**src/prw_pkg.sv**
```systemverilog
// Purpose: shared constants for the program space read window
// Assumes: apb byte addresses, 32-bit data, one word per register
// Notes: page widths follow the page select registers
package prw_pkg;
   // register byte offsets
   localparam logic [7:0] PRW_OFS_RPAG = 8'h00;
   localparam logic [7:0] PRW_OFS_WPAG = 8'h04;
   localparam logic [7:0] PRW_OFS_STAT = 8'h08;
   localparam logic [7:0] PRW_OFS_MASK = 8'h0C;
   localparam logic [7:0] PRW_OFS_LAST = 8'h10;
   // page select widths and reset values
   localparam int PRW_RPAG_W = 10;
   localparam int PRW_WPAG_W = 9;
   localparam logic [9:0] PRW_RPAG_RST = 10'h001;
   localparam logic [8:0] PRW_WPAG_RST = 9'h001;
   // field positions
   localparam int PRW_WIN_BIT = 9;
   localparam int PRW_HALF_BIT = 8;
   localparam int PRW_EA_MSB = 15;
   localparam int PRW_BUSY_BIT = 31;
   // status / mask bit layout
   localparam int PRW_EV_W = 2;
   localparam int PRW_EV_TRAP = 0;
   localparam int PRW_EV_RDONE = 1;
   localparam logic [1:0] PRW_STAT_RST = 2'h0;
   // extra stall cycles for window reads
   localparam logic [1:0] PRW_XTRA_MOV = 2'h1;
   localparam logic [1:0] PRW_XTRA_OTHER = 2'h2;
   localparam logic [1:0] PRW_XTRA_RPT_EDGE = 2'h2;
   localparam logic [1:0] PRW_XTRA_RPT_RUN = 2'h0;
   // upper word has no data in its high byte
   localparam logic [7:0] PRW_PHANTOM = 8'h00;
   // request sequencer states
   typedef enum logic [2:0] {
      PRW_IDLE = 3'b001,
      PRW_FETCH = 3'b010,
      PRW_WAIT = 3'b100
   } prw_state_t;
endpackage

```
**src/prw_top.sv**
```systemverilog
// Purpose: program space read window between the core and memories
// Assumes: memories return read data the cycle after their strobe
// Notes: apb slave answers with one setup and one access cycle
`timescale 1ns/10ps
`default_nettype none
module prw_top
   import prw_pkg::*;
(
   input wire logic mclk,
   input wire logic nrst,
   // apb slave
   input wire logic psel,
   input wire logic penable,
   input wire logic pwrite,
   input wire logic [7:0] paddr,
   input wire logic [31:0] pwdata,
   output logic [31:0] prdata,
   output logic pready,
   output logic pslverr,
   // core request side
   input wire logic cpu_req,
   input wire logic cpu_we,
   input wire logic [15:0] cpu_ea,
   input wire logic [15:0] cpu_wdata,
   input wire logic cpu_is_mov,
   input wire logic rpt_active,
   input wire logic rpt_first,
   input wire logic rpt_last,
   input wire logic rpt_int_exit,
   input wire logic rpt_reentry,
   output logic cpu_busy,
   output logic [15:0] cpu_rdata,
   output logic cpu_rvalid,
   output logic cpu_trap,
   // data ram side
   output logic dram_req,
   output logic dram_we,
   output logic [15:0] dram_addr,
   output logic [15:0] dram_wdata,
   input wire logic [15:0] dram_rdata,
   // program flash side
   output logic pm_rd,
   output logic [22:0] pm_addr,
   input wire logic [23:0] pm_rdata,
   // interrupt
   output logic irq
);
   logic [9:0] rpag_q; // read_page_select
   logic [8:0] wpag_q; // write_page_select
   logic [1:0] stat_q; // sticky events
   logic [1:0] mask_q; // event enables
   logic [22:0] last_q; // last window address
   logic [31:0] prdata_q; // read data latched in setup
   logic pslverr_q; // unmapped address seen in setup
   logic accept; // request taken this cycle
   logic x_pm, x_dram, x_trap, x_upper; // translation results
   logic [22:0] x_addr; // translated program address
   logic [1:0] xtra; // extra cycles for this access
   logic [2:0] ld_cnt; // stall count to load
   logic st_busy, st_done; // stall counter state
   prw_state_t state_q; // request sequencer
   logic src_pm_q, upper_q, rd_q; // access in flight
   logic pm_rd_q, dram_req_q, dram_we_q, trap_q, rvalid_q;
   logic [22:0] pm_addr_q;
   logic [15:0] dram_addr_q, dram_wdata_q, rdata_q;
   logic wr_en, set_trap, set_rdone;
   logic [1:0] ev, clr;
   logic cap_now; // read data stands on the memory bus
   logic fetch_d1_q; // fetch state seen one edge ago

   // address translation
   prw_xlate u_xlate (
      .effective_address(cpu_ea),
      .we(cpu_we),
      .read_page_select(rpag_q),
      .write_page_select(wpag_q),
      .to_pm(x_pm),
      .to_dram(x_dram),
      .trap(x_trap),
      .upper(x_upper),
      .pm_addr(x_addr)
   );

   // one new request per free slot
   assign accept = cpu_req & ~st_busy;
   assign cpu_busy = st_busy;

   // extra cycles of a window read
   always_comb begin
      if (!x_pm) begin
         xtra = PRW_XTRA_RPT_RUN; // plain access costs nothing extra
      end else if (rpt_active) begin
         if (rpt_first | rpt_last | rpt_int_exit | rpt_reentry) begin
            xtra = PRW_XTRA_RPT_EDGE;
         end else begin
            xtra = PRW_XTRA_RPT_RUN;
         end
      end else if (cpu_is_mov) begin
         xtra = PRW_XTRA_MOV;
      end else begin
         xtra = PRW_XTRA_OTHER;
      end
      // one fetch cycle precedes the extra ones
      ld_cnt = {1'b0, xtra} + 3'h1;
   end

   // stall counter, trapped requests never load it
   prw_stall u_stall (
      .mclk(mclk),
      .nrst(nrst),
      .load(accept & ~x_trap),
      .count(ld_cnt),
      .busy(st_busy),
      .done(st_done)
   );

   // sequencer, its fetch and wait states time the read data capture
   always_ff @(posedge mclk or negedge nrst) begin
      if (!nrst) begin
         state_q <= PRW_IDLE;
      end else begin
         case (state_q)
            PRW_IDLE: begin
               if (accept & ~x_trap) begin
                  state_q <= PRW_FETCH;
               end
            end
            PRW_FETCH: begin
               state_q <= PRW_WAIT;
            end
            PRW_WAIT: begin
               if (st_done) begin
                  state_q <= PRW_IDLE;
               end
            end
            default: begin
               state_q <= PRW_IDLE;
            end
         endcase
      end
   end

   // memory strobes, one cycle after acceptance
   always_ff @(posedge mclk or negedge nrst) begin
      if (!nrst) begin
         pm_rd_q <= 1'b0;
         dram_req_q <= 1'b0;
         dram_we_q <= 1'b0;
         trap_q <= 1'b0;
      end else begin
         pm_rd_q <= accept & x_pm; // never for writes
         dram_req_q <= accept & x_dram;
         dram_we_q <= accept & x_dram & cpu_we;
         trap_q <= accept & x_trap;
      end
   end

   // address and write data registers
   always_ff @(posedge mclk or negedge nrst) begin
      if (!nrst) begin
         pm_addr_q <= 23'h000000;
         dram_addr_q <= 16'h0000;
         dram_wdata_q <= 16'h0000;
         src_pm_q <= 1'b0;
         upper_q <= 1'b0;
         rd_q <= 1'b0;
      end else if (accept & ~x_trap) begin
         pm_addr_q <= x_addr;
         dram_addr_q <= cpu_ea;
         dram_wdata_q <= cpu_wdata;
         src_pm_q <= x_pm;
         upper_q <= x_upper;
         rd_q <= ~cpu_we;
      end
   end

   // catch read data the cycle after the strobe
   always_ff @(posedge mclk or negedge nrst) begin
      if (!nrst) begin
         rdata_q <= 16'h0000;
      end else if ((state_q == PRW_WAIT) && rd_q && !src_pm_q && cap_now) begin
         rdata_q <= dram_rdata;
      end else if ((state_q == PRW_WAIT) && rd_q && src_pm_q && cap_now) begin
         // upper word carries the phantom byte on top
         rdata_q <= upper_q ? {PRW_PHANTOM, pm_rdata[23:16]} : pm_rdata[15:0];
      end
   end

   // first wait cycle is the data return cycle
   always_ff @(posedge mclk or negedge nrst) begin
      if (!nrst) begin
         fetch_d1_q <= 1'b0;
      end else begin
         fetch_d1_q <= (state_q == PRW_FETCH);
      end
   end
   assign cap_now = fetch_d1_q;

   // completion pulse trails the stall by one edge
   always_ff @(posedge mclk or negedge nrst) begin
      if (!nrst) begin
         rvalid_q <= 1'b0;
      end else begin
         rvalid_q <= st_done & rd_q;
      end
   end

   assign pm_rd = pm_rd_q;
   assign pm_addr = pm_addr_q;
   assign dram_req = dram_req_q;
   assign dram_we = dram_we_q;
   assign dram_addr = dram_addr_q;
   assign dram_wdata = dram_wdata_q;
   assign cpu_rdata = rdata_q;
   assign cpu_rvalid = rvalid_q;
   assign cpu_trap = trap_q;

   // last window address seen, readable by software
   always_ff @(posedge mclk or negedge nrst) begin
      if (!nrst) begin
         last_q <= 23'h000000;
      end else if (pm_rd_q) begin
         last_q <= pm_addr_q;
      end
   end

   // apb write strobe at the access edge
   assign wr_en = psel & penable & pwrite;

   // page select registers
   always_ff @(posedge mclk or negedge nrst) begin
      if (!nrst) begin
         rpag_q <= PRW_RPAG_RST;
         wpag_q <= PRW_WPAG_RST;
      end else if (wr_en) begin
         if (paddr == PRW_OFS_RPAG) begin
            rpag_q <= pwdata[9:0];
         end
         if (paddr == PRW_OFS_WPAG) begin
            wpag_q <= pwdata[8:0];
         end
      end
   end

   // events and write-one-to-clear, a new event beats the clear
   assign set_trap = trap_q;
   assign set_rdone = rvalid_q & src_pm_q;
   assign ev = {set_rdone, set_trap};
   assign clr = (wr_en && paddr == PRW_OFS_STAT) ? pwdata[1:0] : 2'h0;
   always_ff @(posedge mclk or negedge nrst) begin
      if (!nrst) begin
         stat_q <= PRW_STAT_RST;
      end else begin
         stat_q <= (stat_q & ~clr) | ev;
      end
   end

   // interrupt mask
   always_ff @(posedge mclk or negedge nrst) begin
      if (!nrst) begin
         mask_q <= PRW_STAT_RST;
      end else if (wr_en && paddr == PRW_OFS_MASK) begin
         mask_q <= pwdata[1:0];
      end
   end
   assign irq = |(stat_q & mask_q);

   // read data latched in the setup cycle so it comes from a flop
   always_ff @(posedge mclk or negedge nrst) begin
      if (!nrst) begin
         prdata_q <= 32'h00000000;
         pslverr_q <= 1'b0;
      end else if (psel && !penable) begin
         pslverr_q <= 1'b0;
         case (paddr)
            PRW_OFS_RPAG: prdata_q <= {22'h000000, rpag_q};
            PRW_OFS_WPAG: prdata_q <= {23'h000000, wpag_q};
            PRW_OFS_STAT: prdata_q <= {30'h00000000, stat_q};
            PRW_OFS_MASK: prdata_q <= {30'h00000000, mask_q};
            PRW_OFS_LAST: prdata_q <= {st_busy, 8'h00, last_q};
            default: begin
               // unmapped: zero data and an error answer
               prdata_q <= 32'h00000000;
               pslverr_q <= 1'b1;
            end
         endcase
      end
   end
   assign prdata = prdata_q;
   assign pready = psel & penable;
   assign pslverr = pslverr_q & psel & penable;
endmodule
`default_nettype wire

```
**src/prw_xlate.sv**
```systemverilog
// Purpose: map a data effective address onto data or program space
// Assumes: purely combinational, evaluated in the request cycle
// Notes: only reads may reach program memory
`timescale 1ns/10ps
`default_nettype none
module prw_xlate
   import prw_pkg::*;
(
   input wire logic [15:0] effective_address,
   input wire logic we,
   input wire logic [9:0] read_page_select,
   input wire logic [8:0] write_page_select,
   output logic to_pm,
   output logic to_dram,
   output logic trap,
   output logic upper,
   output logic [22:0] pm_addr
);
   logic hi; // upper half of the data map
   logic page_zero; // page of the access direction is 000h
   always_comb begin
      hi = effective_address[PRW_EA_MSB];
      // writes look at the write page, reads at the read page
      page_zero = we ? (write_page_select == 9'h000) : (read_page_select == 10'h000);
      trap = hi & page_zero;
      // window only for reads with page bit 9 set
      to_pm = hi & ~we & read_page_select[PRW_WIN_BIT] & ~trap;
      // low half ignores the page entirely
      to_dram = ~trap & ~to_pm;
      upper = read_page_select[PRW_HALF_BIT];
      // page byte above the 15 offset bits
      pm_addr = {read_page_select[7:0], effective_address[14:0]};
   end
endmodule
`default_nettype wire

```
**src/prw_stall.sv**
```systemverilog
// Purpose: counts the cycles an accepted access holds the core
// Assumes: load only while not busy
// Notes: done pulses count cycles after the load edge
`timescale 1ns/10ps
`default_nettype none
module prw_stall (
   input wire logic mclk,
   input wire logic nrst,
   input wire logic load,
   input wire logic [2:0] count,
   output logic busy,
   output logic done
);
   logic [2:0] cnt_q; // cycles left before done
   logic act_q; // an access is in flight
   // countdown, done when it reaches zero
   always_ff @(posedge mclk or negedge nrst) begin
      if (!nrst) begin
         cnt_q <= 3'h0;
         act_q <= 1'b0;
      end else if (load) begin
         cnt_q <= count;
         act_q <= 1'b1;
      end else if (act_q) begin
         if (cnt_q == 3'h0) begin
            act_q <= 1'b0;
         end else begin
            cnt_q <= cnt_q - 3'h1;
         end
      end
   end
   assign busy = act_q;
   assign done = act_q & (cnt_q == 3'h0);
endmodule
`default_nettype wire

```
**config.mk**
```make
export PLATFORM = sky130hd
export DESIGN_NAME = prw_top
export DESIGN_NICKNAME = d
export VERILOG_FILES = /design/src/prw_pkg.sv /design/src/prw_top.sv /design/src/prw_xlate.sv /design/src/prw_stall.sv
export SDC_FILE = /design/constraint.sdc
export NUM_CORES = 1
export LEC_CHECK = 0
export ABC_CLOCK_PERIOD_IN_PS = 2950
export BUFFER_PORTS_ARGS = -buffer_cell sky130_fd_sc_hd__clkbuf_2
export CELL_PAD_IN_SITES_DETAIL_PLACEMENT = 1
export CELL_PAD_IN_SITES_GLOBAL_PLACEMENT = 1
export CORE_UTILIZATION = 38
export DETAILED_ROUTE_END_ITERATION = 7
export GPL_TIMING_DRIVEN = 0
export PLACE_DENSITY = 0.79
export SLEW_MARGIN = 5
export SYNTH_ARGS = -nofsm -noshare
export SYNTH_HDL_FRONTEND = slang
export SYNTH_SLANG_ARGS = --single-unit
```
**constraint.sdc**
```tcl
create_clock -name mclk -period 2.95 [get_ports mclk]
set_clock_uncertainty 0.2 [all_clocks]
set_input_delay 0.1475 -clock mclk [delete_from_list [all_inputs] [get_ports mclk]]
set_output_delay 0.1475 -clock mclk [all_outputs]
set_load 0.005 [all_outputs]
```
==> summary.txt, run 1 <==
CTS
  • # resized after CTS: 0
  • Worst skew pair latency: about 0.42 ns
  • Clk Tree Root Cell: clkbuf_16
  • Clock-pin slew on the worst setup and hold paths: 0.06 ns
  • H-tree level count: 4
  • Num CTS Buffers: 17
  • CTS tree: built
  • Clock Sinks: around 140
  • Clk buf depth: 2

Synthesis
  • Cells after Synth: ~480
  • Synth top area share: 56.7%
  • Most common cell in the netlist: dfrtp_1
  • Sequential fraction of the synthesis area: 57.9%
  • Post-synthesis async set-or-reset flop share: 100%
  • Top post-synthesis cells by area: dfrtp_1, mux2_1, mux2_2
  • Syn_area_per_cell: between 10 and 15 µm²
  • Prevailing post-synth register cell: dfrtp_1
  • Seq cells post-synth: 143
  • Synth cell count leaders: dfrtp_1, mux2_1, nand2_1
  • YS warnings: 0
  • Unique masters post-synth: just under 50
  • Netlist Area Pre-Place: around 6000 µm²
  • Yosys top cell by area: dfrtp_1
  • Number of synthesized flops with an enable pin: 0

Placed design
  • Routability cong.: approximately 0.76
  • Placed cells: between 900 and 1000
  • Port-buffer cells: between 200 and 250
  • DP Wirelength: 13200 µm

Floorplan
  • Starting Density: between 30% and 40%
  • Core footprint: between 15000 and 20000 µm²
  • Die ar.: about 17000 µm²
  • Die height: 130 µm
  • Rows: 46
  • Die Span X: around 130 µm
  • IO Pins: between 200 and 250

Layout
  • Fin nets: roughly 920
  • Fillers: between 1500 and 2000
  • Antenna Cells: 0
  • Share of layout cells above drive strength 1: 39.2%
  • Final core occ: 56.0%
  • Area grow syn2layout: 43.8%
  • Fin cells: approximately 1000

Detailed routing
  • Initial DRC Count: approximately 210
  • Via count: around 5100
  • Top sig layer: met4
  • Metal3 WL: approximately 660 µm
  • Detail Route Antenna Nets: 0
  • DR WL/cell: 19.0 µm
  • Pre-Repair DR Iteration Count: 4
  • Vias per inst: around 5.0
  • Met2 wire length: a little over 10000 µm
  • Residual DRC count: 0
  • Drt total wl: around 19000 µm
  • Met1 WL: slightly below 8000 µm

Critical path
  • Largest stage delay, worst path: around 0.55 ns
  • Critical R2R Capture: pm_addr[9]$_DFFE_PN0P_
  • Buf/Inv on CP: 1
  • Reg-to-reg slack, setup: 0.44 ns
  • Critical-path maximum fanout: 10
  • CP top delay family: simple AND/OR/NAND/NOR gates
  • Req. time, crit path: about 3.1 ns
  • Worst Path Arrival: between 2 and 3 ns
  • Worst Setup End Kind: register
  • Worst-path cell chain: nor4_1, and4_1, nor3_4, buf_2, mux2_1
  • Worst Path Class, Setup: reg2reg
  • Crit Reg-Reg Startpoint: rpag_q[0]$_DFFE_PN1P_
  • Cells on worst reg2reg path: 5
  • Startpoint Class: register
  • CP max stage cell: dfstp_2

Flow run
  • Max-capacitance violation count: 0

Hold path
  • Worst hold start: pm_rdata[0]
  • Hold path cells: 5
  • Worst hold endpoint: cpu_rdata[0]$_DFFE_PN0P_
  • Min-delay worst type: in2reg

GRT
  • Number of global-route vias before repair: 5580
  • Pin count of the biggest net entering global routing: 95
  • First-pass GRT wire length: between 30000 and 40000 µm
  • Overall routing resource usage: about 24%
  • Grt ovf: 0
  • Initial antenna violation count: 0

Power
  • Pwr Density: approximately 660 nW/µm²
  • Maximum vdd ir drop: a little over 0.4 mV
  • Leak: 4.50 nW

STA
  • Fin crit share: a little over four fifths
  • Fmax: between 0.3 and 0.4 GHz
  • Rel. slew slack: a little under half
  • RSZ-0062 raised after global routing: false
  • Max-slew violations: 0
  • Hold WS: approximately 0.013 ns
  • Final Hold Viols: 0
  • Setup Viol. Count Final: 0
  • Worst slew pin tran: 0.814 ns
  • Post-layout min period: 2.51 ns

Status
  • Status: finished, final reports clean
area by class of cell:
cell class              instances  area, µm²  share of cell area (%)
clock buffers                  20        437                    4.91
flip-flops and latches        143       3580                    40.3
clock inverters                12        136                    1.53
multi-input cells             291       2320                    26.1
inverters                       7       26.3                   0.296
repair buffers                284       1840                    20.7
plain buffers                  45        278                    3.12
well taps                     216        270                    3.04
worst register-to-register path: cells and delay by family, from the launching register on:
kind / cells / cell delay, ns
buf+inv: 1 / 0.42
mux: 1 / 0.37
flops: 1 / 0.55
simple gates: 3 / 0.86
cell families (layout without fill, tap and decap cells):
kind of cell / after synthesis / in the layout / share of synthesized area (%)
and+or+nand+nor: 91 / 91 / 8.40
DFF: 143 / 143 / 57.9
AOI/OAI and AO/OA: 80 / 80 / 8.54
xor gates and xnor gates: 2 / 2 / 0.283
adders and majority gates: 3 / 3 / 0.607
muxes: 107 / 107 / 19.3
other: 1 / 8 / 0.0606
buffers and inverters: 52 / 368 / 4.92
through the flow:
step / area [µm²] / power [mW] / TNS, ns / setup WS (ns)
4_1_cts: 8890 / 5.93 / 0 / 0.434
2_1_floorplan: 6210 / 3.07 / 0 / 0.862
6_report: 8890 / 5.91 / 0 / 0.443
3_5_place_dp: 7550 / 3.75 / 0 / 0.440
3_3_place_gp: 7510 / 3.65 / -108.51 / -0.788
5_1_grt: 8890 / 6.18 / 0 / 0.352
registers in the layout (all words and copies together) (netlist names), 2 cells and up:
name	flops
state_q	3
dram_wdata	16
cpu_rdata	16
stat_q	2
last_q	23
u_stall.cnt_q	3
pm_addr	23
rpag_q	10
mask_q	2
wpag_q	9
prdata	24
metal layers:
metal / track usage, % / vias up
met2: 42.3 / 141
met3: 3.96 / 40
li1: - / 2302
met1: 29.1 / 2580
met5: 0 / -
met4: 10.3 / 0
how the worst max path moves through the flow:
| stage | from | depth (start not counted) | endpoint |
|---|---|---|---|
| 6_report | rpag_q[0]$_DFFE_PN1P_ | 5 | pm_addr[9]$_DFFE_PN0P_ |
| 5_1_grt | rpag_q[0]$_DFFE_PN1P_ | 5 | pm_addr[7]$_DFFE_PN0P_ |
| 4_1_cts | rpag_q[0]$_DFFE_PN1P_ | 5 | pm_addr[9]$_DFFE_PN0P_ |
| 3_5_place_dp | rpag_q[0]$_DFFE_PN1P_ | 5 | pm_addr[9]$_DFFE_PN0P_ |
| 3_3_place_gp | nrst | 1 | cpu_rdata[11]$_DFFE_PN0P_ |
| 2_1_floorplan | rpag_q[0]$_DFFE_PN1P_ | 6 | pm_addr[17]$_DFFE_PN0P_ |
what timing repair did:
action / CTS / global route
hold endpoints to repair: 218 / 0
buffers inserted: 0 / 0
hold buffers: 77 / 0
report_power, final:
part | leakage, nW | switching (mW) | internal, mW
combinational | 2.42 | 0.578 | 0.727
clock | 0.271 | 0.846 | 1.25
sequential | 1.81 | 0.241 | 2.26
cell usage in the layout, fill, tap and decap left out, types with 3 or more instances in the layout:
| master | count |
|---|---|
| dlygate4sd3_1 | 77 |
| nor2_1 | 10 |
| nand2_1 | 35 |
| inv_1 | 7 |
| conb_1 | 8 |
| o21ai_1 | 7 |
| mux2_1 | 62 |
| nand3_1 | 3 |
| clkbuf_1 | 15 |
| dfstp_2 | 3 |
| mux2i_1 | 11 |
| a221oi_1 | 3 |
| nand2b_1 | 3 |
| a22o_1 | 19 |
| clkinv_4 | 3 |
| ha_1 | 3 |
| dfrtp_1 | 140 |
| mux2_2 | 34 |
| clkbuf_16 | 17 |
| a21oi_1 | 10 |
| and3_1 | 6 |
| buf_2 | 6 |
| nor2b_1 | 11 |
| clkinvlp_4 | 3 |
| clkbuf_2 | 205 |
| buf_4 | 25 |
| o21ai_0 | 25 |
| a22oi_1 | 7 |
| nor4_1 | 3 |
No activity file was read; power rests on OpenSTA's default activity.
==> run 2: changes to the inputs <==
--- a/config.mk
+++ b/config.mk
@@ -5,7 +5,7 @@
 export SDC_FILE = /design/constraint.sdc
 export NUM_CORES = 1
 export LEC_CHECK = 0
-export ABC_CLOCK_PERIOD_IN_PS = 2950
+export ABC_CLOCK_PERIOD_IN_PS = 2400
 export BUFFER_PORTS_ARGS = -buffer_cell sky130_fd_sc_hd__clkbuf_2
 export CELL_PAD_IN_SITES_DETAIL_PLACEMENT = 1
 export CELL_PAD_IN_SITES_GLOBAL_PLACEMENT = 1
==> constraint.sdc (replaced) <==
create_clock -name mclk -period 2.4 [get_ports mclk]
set_clock_uncertainty 0.2 [all_clocks]
set_input_delay 0.12 -clock mclk [delete_from_list [all_inputs] [get_ports mclk]]
set_output_delay 0.12 -clock mclk [all_outputs]
set_load 0.005 [all_outputs]
==> summary.txt, run 2 (synthesized netlist as in run 1, its figures left out) <==
Layout
  • Final core occ: a little under three fifths
  • Fin nets: 922
  • Max reg flops: 24
  • Most frequent cells in the layout: clkbuf_2, dfrtp_1, dlygate4sd3_1, mux2_1, nand2_1
  • Share of layout cells above drive strength 1: 39.8%
  • Area grow syn2layout: 44.8%
  • Fillers: about 1700
  • Most common cell after layout, fill and taps aside: clkbuf_2

Critical path
  • Reg-to-reg slack, setup: 0.17 ns
  • Req. time, crit path: 2.52 ns
  • Critical-path maximum fanout: 8
  • Startpoint Class: register
  • Worst Path Arrival: ~2.4 ns
  • Worst Path Class, Setup: reg2reg
  • Worst Setup End Kind: register

STA
  • Rel. slew slack: 49.4%
  • Worst slew pin tran: between 0.7 and 0.8 ns
  • Post-layout min period: 2.23 ns
  • Setup Viol. Count Final: 0
  • Fmax: 0.448 GHz
  • Fin crit share: roughly 93%
  • RSZ-0062 raised after global routing: false
  • Max-slew violations: 0
  • Final Hold Viols: 0
  • Hold WS: between 0.009 and 0.01 ns
  • Setup WS post-layout: ~0.17 ns

Power
  • Maximum vdd ir drop: 0.508 mV
  • Leak: between 4 and 5 nW
  • Pwr Density: 813 nW/µm²
  • Psw: about 2.1 mW
  • Logic pwr share: about 22%
  • Switching Fraction: roughly 28%
  • Clock Power Share: 35.4%
  • Power, Total: just over 7 mW
  • Flop pwr share: between 40% and 50%
  • Pint: around 5.2 mW

GRT
  • Overall routing resource usage: 24.3%
  • Grt ovf: 0
  • Initial antenna violation count: 0
  • Number of global-route vias before repair: 5631
  • Pin count of the biggest net entering global routing: 95
  • First-pass GRT wire length: 30400 µm

CTS
  • Num CTS Buffers: 17
  • H-tree level count: 4
  • Clk Tree Root Cell: clkbuf_16
  • CTS tree: built
  • Clock Sinks: around 140
  • Clock-pin slew on the worst setup and hold paths: ~0.06 ns
  • Clk buf depth: 2
  • Worst skew pair latency: around 0.42 ns

Floorplan
  • Die ar.: 16800 µm²
  • Die height: 130 µm
  • Starting Density: 38.9%
  • IO Pins: about 240
  • Rows: 46
  • Die Span X: around 130 µm
  • Core footprint: approximately 16000 µm²

Status
  • Status: finished, final reports clean

Detailed routing
  • Detail Route Antenna Nets: 0
  • Residual DRC count: 0
  • Top sig layer: met4
  • DR WL/cell: 19.1 µm
  • Met2 wire length: between 10000 and 15000 µm
  • Metal3 WL: just over 700 µm
  • Pre-Repair DR Iteration Count: 4
  • Met1 WL: between 7000 and 8000 µm
  • Drt total wl: between 15000 and 20000 µm
  • Vias per inst: 4.98
  • Initial DRC Count: roughly 190
  • Via count: between 5000 and 6000

Placed design
  • Port-buffer cells: 206
  • Routability cong.: between 0.7 and 0.8
  • Post-Place Worst Slack: -0.110 ns
  • DP Wirelength: roughly 13000 µm

Flow run
  • Max-capacitance violation count: 0

Hold path
  • Min-delay worst type: in2async
==> run 2: path summary, 6_finish.rpt <==
| check | startpoint | cells after the start | end |
|---|---|---|---|
| setup / recovery | src_pm_q$_DFFE_PN0P_ | 5 | cpu_rdata[11]$_DFFE_PN0P_ |
| hold / removal | nrst | 2 | prdata[7]$_DFFE_PN0P_ |
| setup reg to reg | src_pm_q$_DFFE_PN0P_ | 5 | cpu_rdata[11]$_DFFE_PN0P_ |
| hold reg to reg | cpu_trap$_DFF_PN0_ | 1 | stat_q[0]$_DFF_PN0_ |
| max in group asynchronous | nrst | 3 | state_q[0]$_DFFE_PN1P_ |
| min in group mclk | rpt_active | 4 | u_stall.cnt_q[0]$_DFFE_PN0P_ |
==> run 2: final cells by class <==
cell class,instances,area [µm²],area share (%)
antenna,2,5.00,0.0559
buffer,44,275,3.08
clock buffer,20,437,4.88
clock inverter,12,136,1.52
inverter,7,26.3,0.294
multi-input combinational,291,2330,26.0
sequential,143,3580,40.0
tap,216,270,3.02
timing repair buffer,290,1890,21.1
==> run 2: critical path: stages (launching register included) <==
cell           delay (ns)
dfrtp_1              0.54
inv_1                0.16
nor2_2               0.33
a21oi_1              0.11
dlygate4sd3_1        0.57
o21ai_0              0.21
==> run 2: power groups by stage <==
stage	logic, mW	registers (mW)	clock network (mW)
6_report	1.62	3.08	2.58
2_1_floorplan	0.711	3.06	0
5_1_grt	1.76	3.12	2.73
4_1_cts	1.62	3.07	2.62
3_3_place_gp	1.41	3.07	0
3_5_place_dp	1.50	3.11	0
==> run 2: metrics by stage <==
| step | setup TNS (ns) | cell area [µm²] | std cells |
|---|---|---|---|
| after floorplan | 0 | 6210 | 486 |
| after global placement | -182.90 | 7510 | 908 |
| after detailed placement | -1.57 | 7550 | 909 |
| after CTS | 0 | 8940 | 1024 |
| after global routing | 0 | 8950 | 1023 |
| final | 0 | 8950 | 1025 |
==> run 2: per-layer routing <==
| layer | GRT usage, % | vias up |
|---|---|---|
| met5 | 0 | - |
| met4 | 10.6 | 0 |
| met3 | 3.92 | 44 |
| met2 | 42.9 | 147 |
| met1 | 29.2 | 2598 |
| li1 | - | 2318 |
==> run 2: what timing repair did <==
item | 4_1_cts | 5_1_grt
hold buffers | 80 | 0
buffers inserted | 3 | 0
setup endpoints to repair | 25 | 19
endpoints found under the hold margin | 218 | 0
resized for setup | 0 | 7
pin swaps | 1 | 0
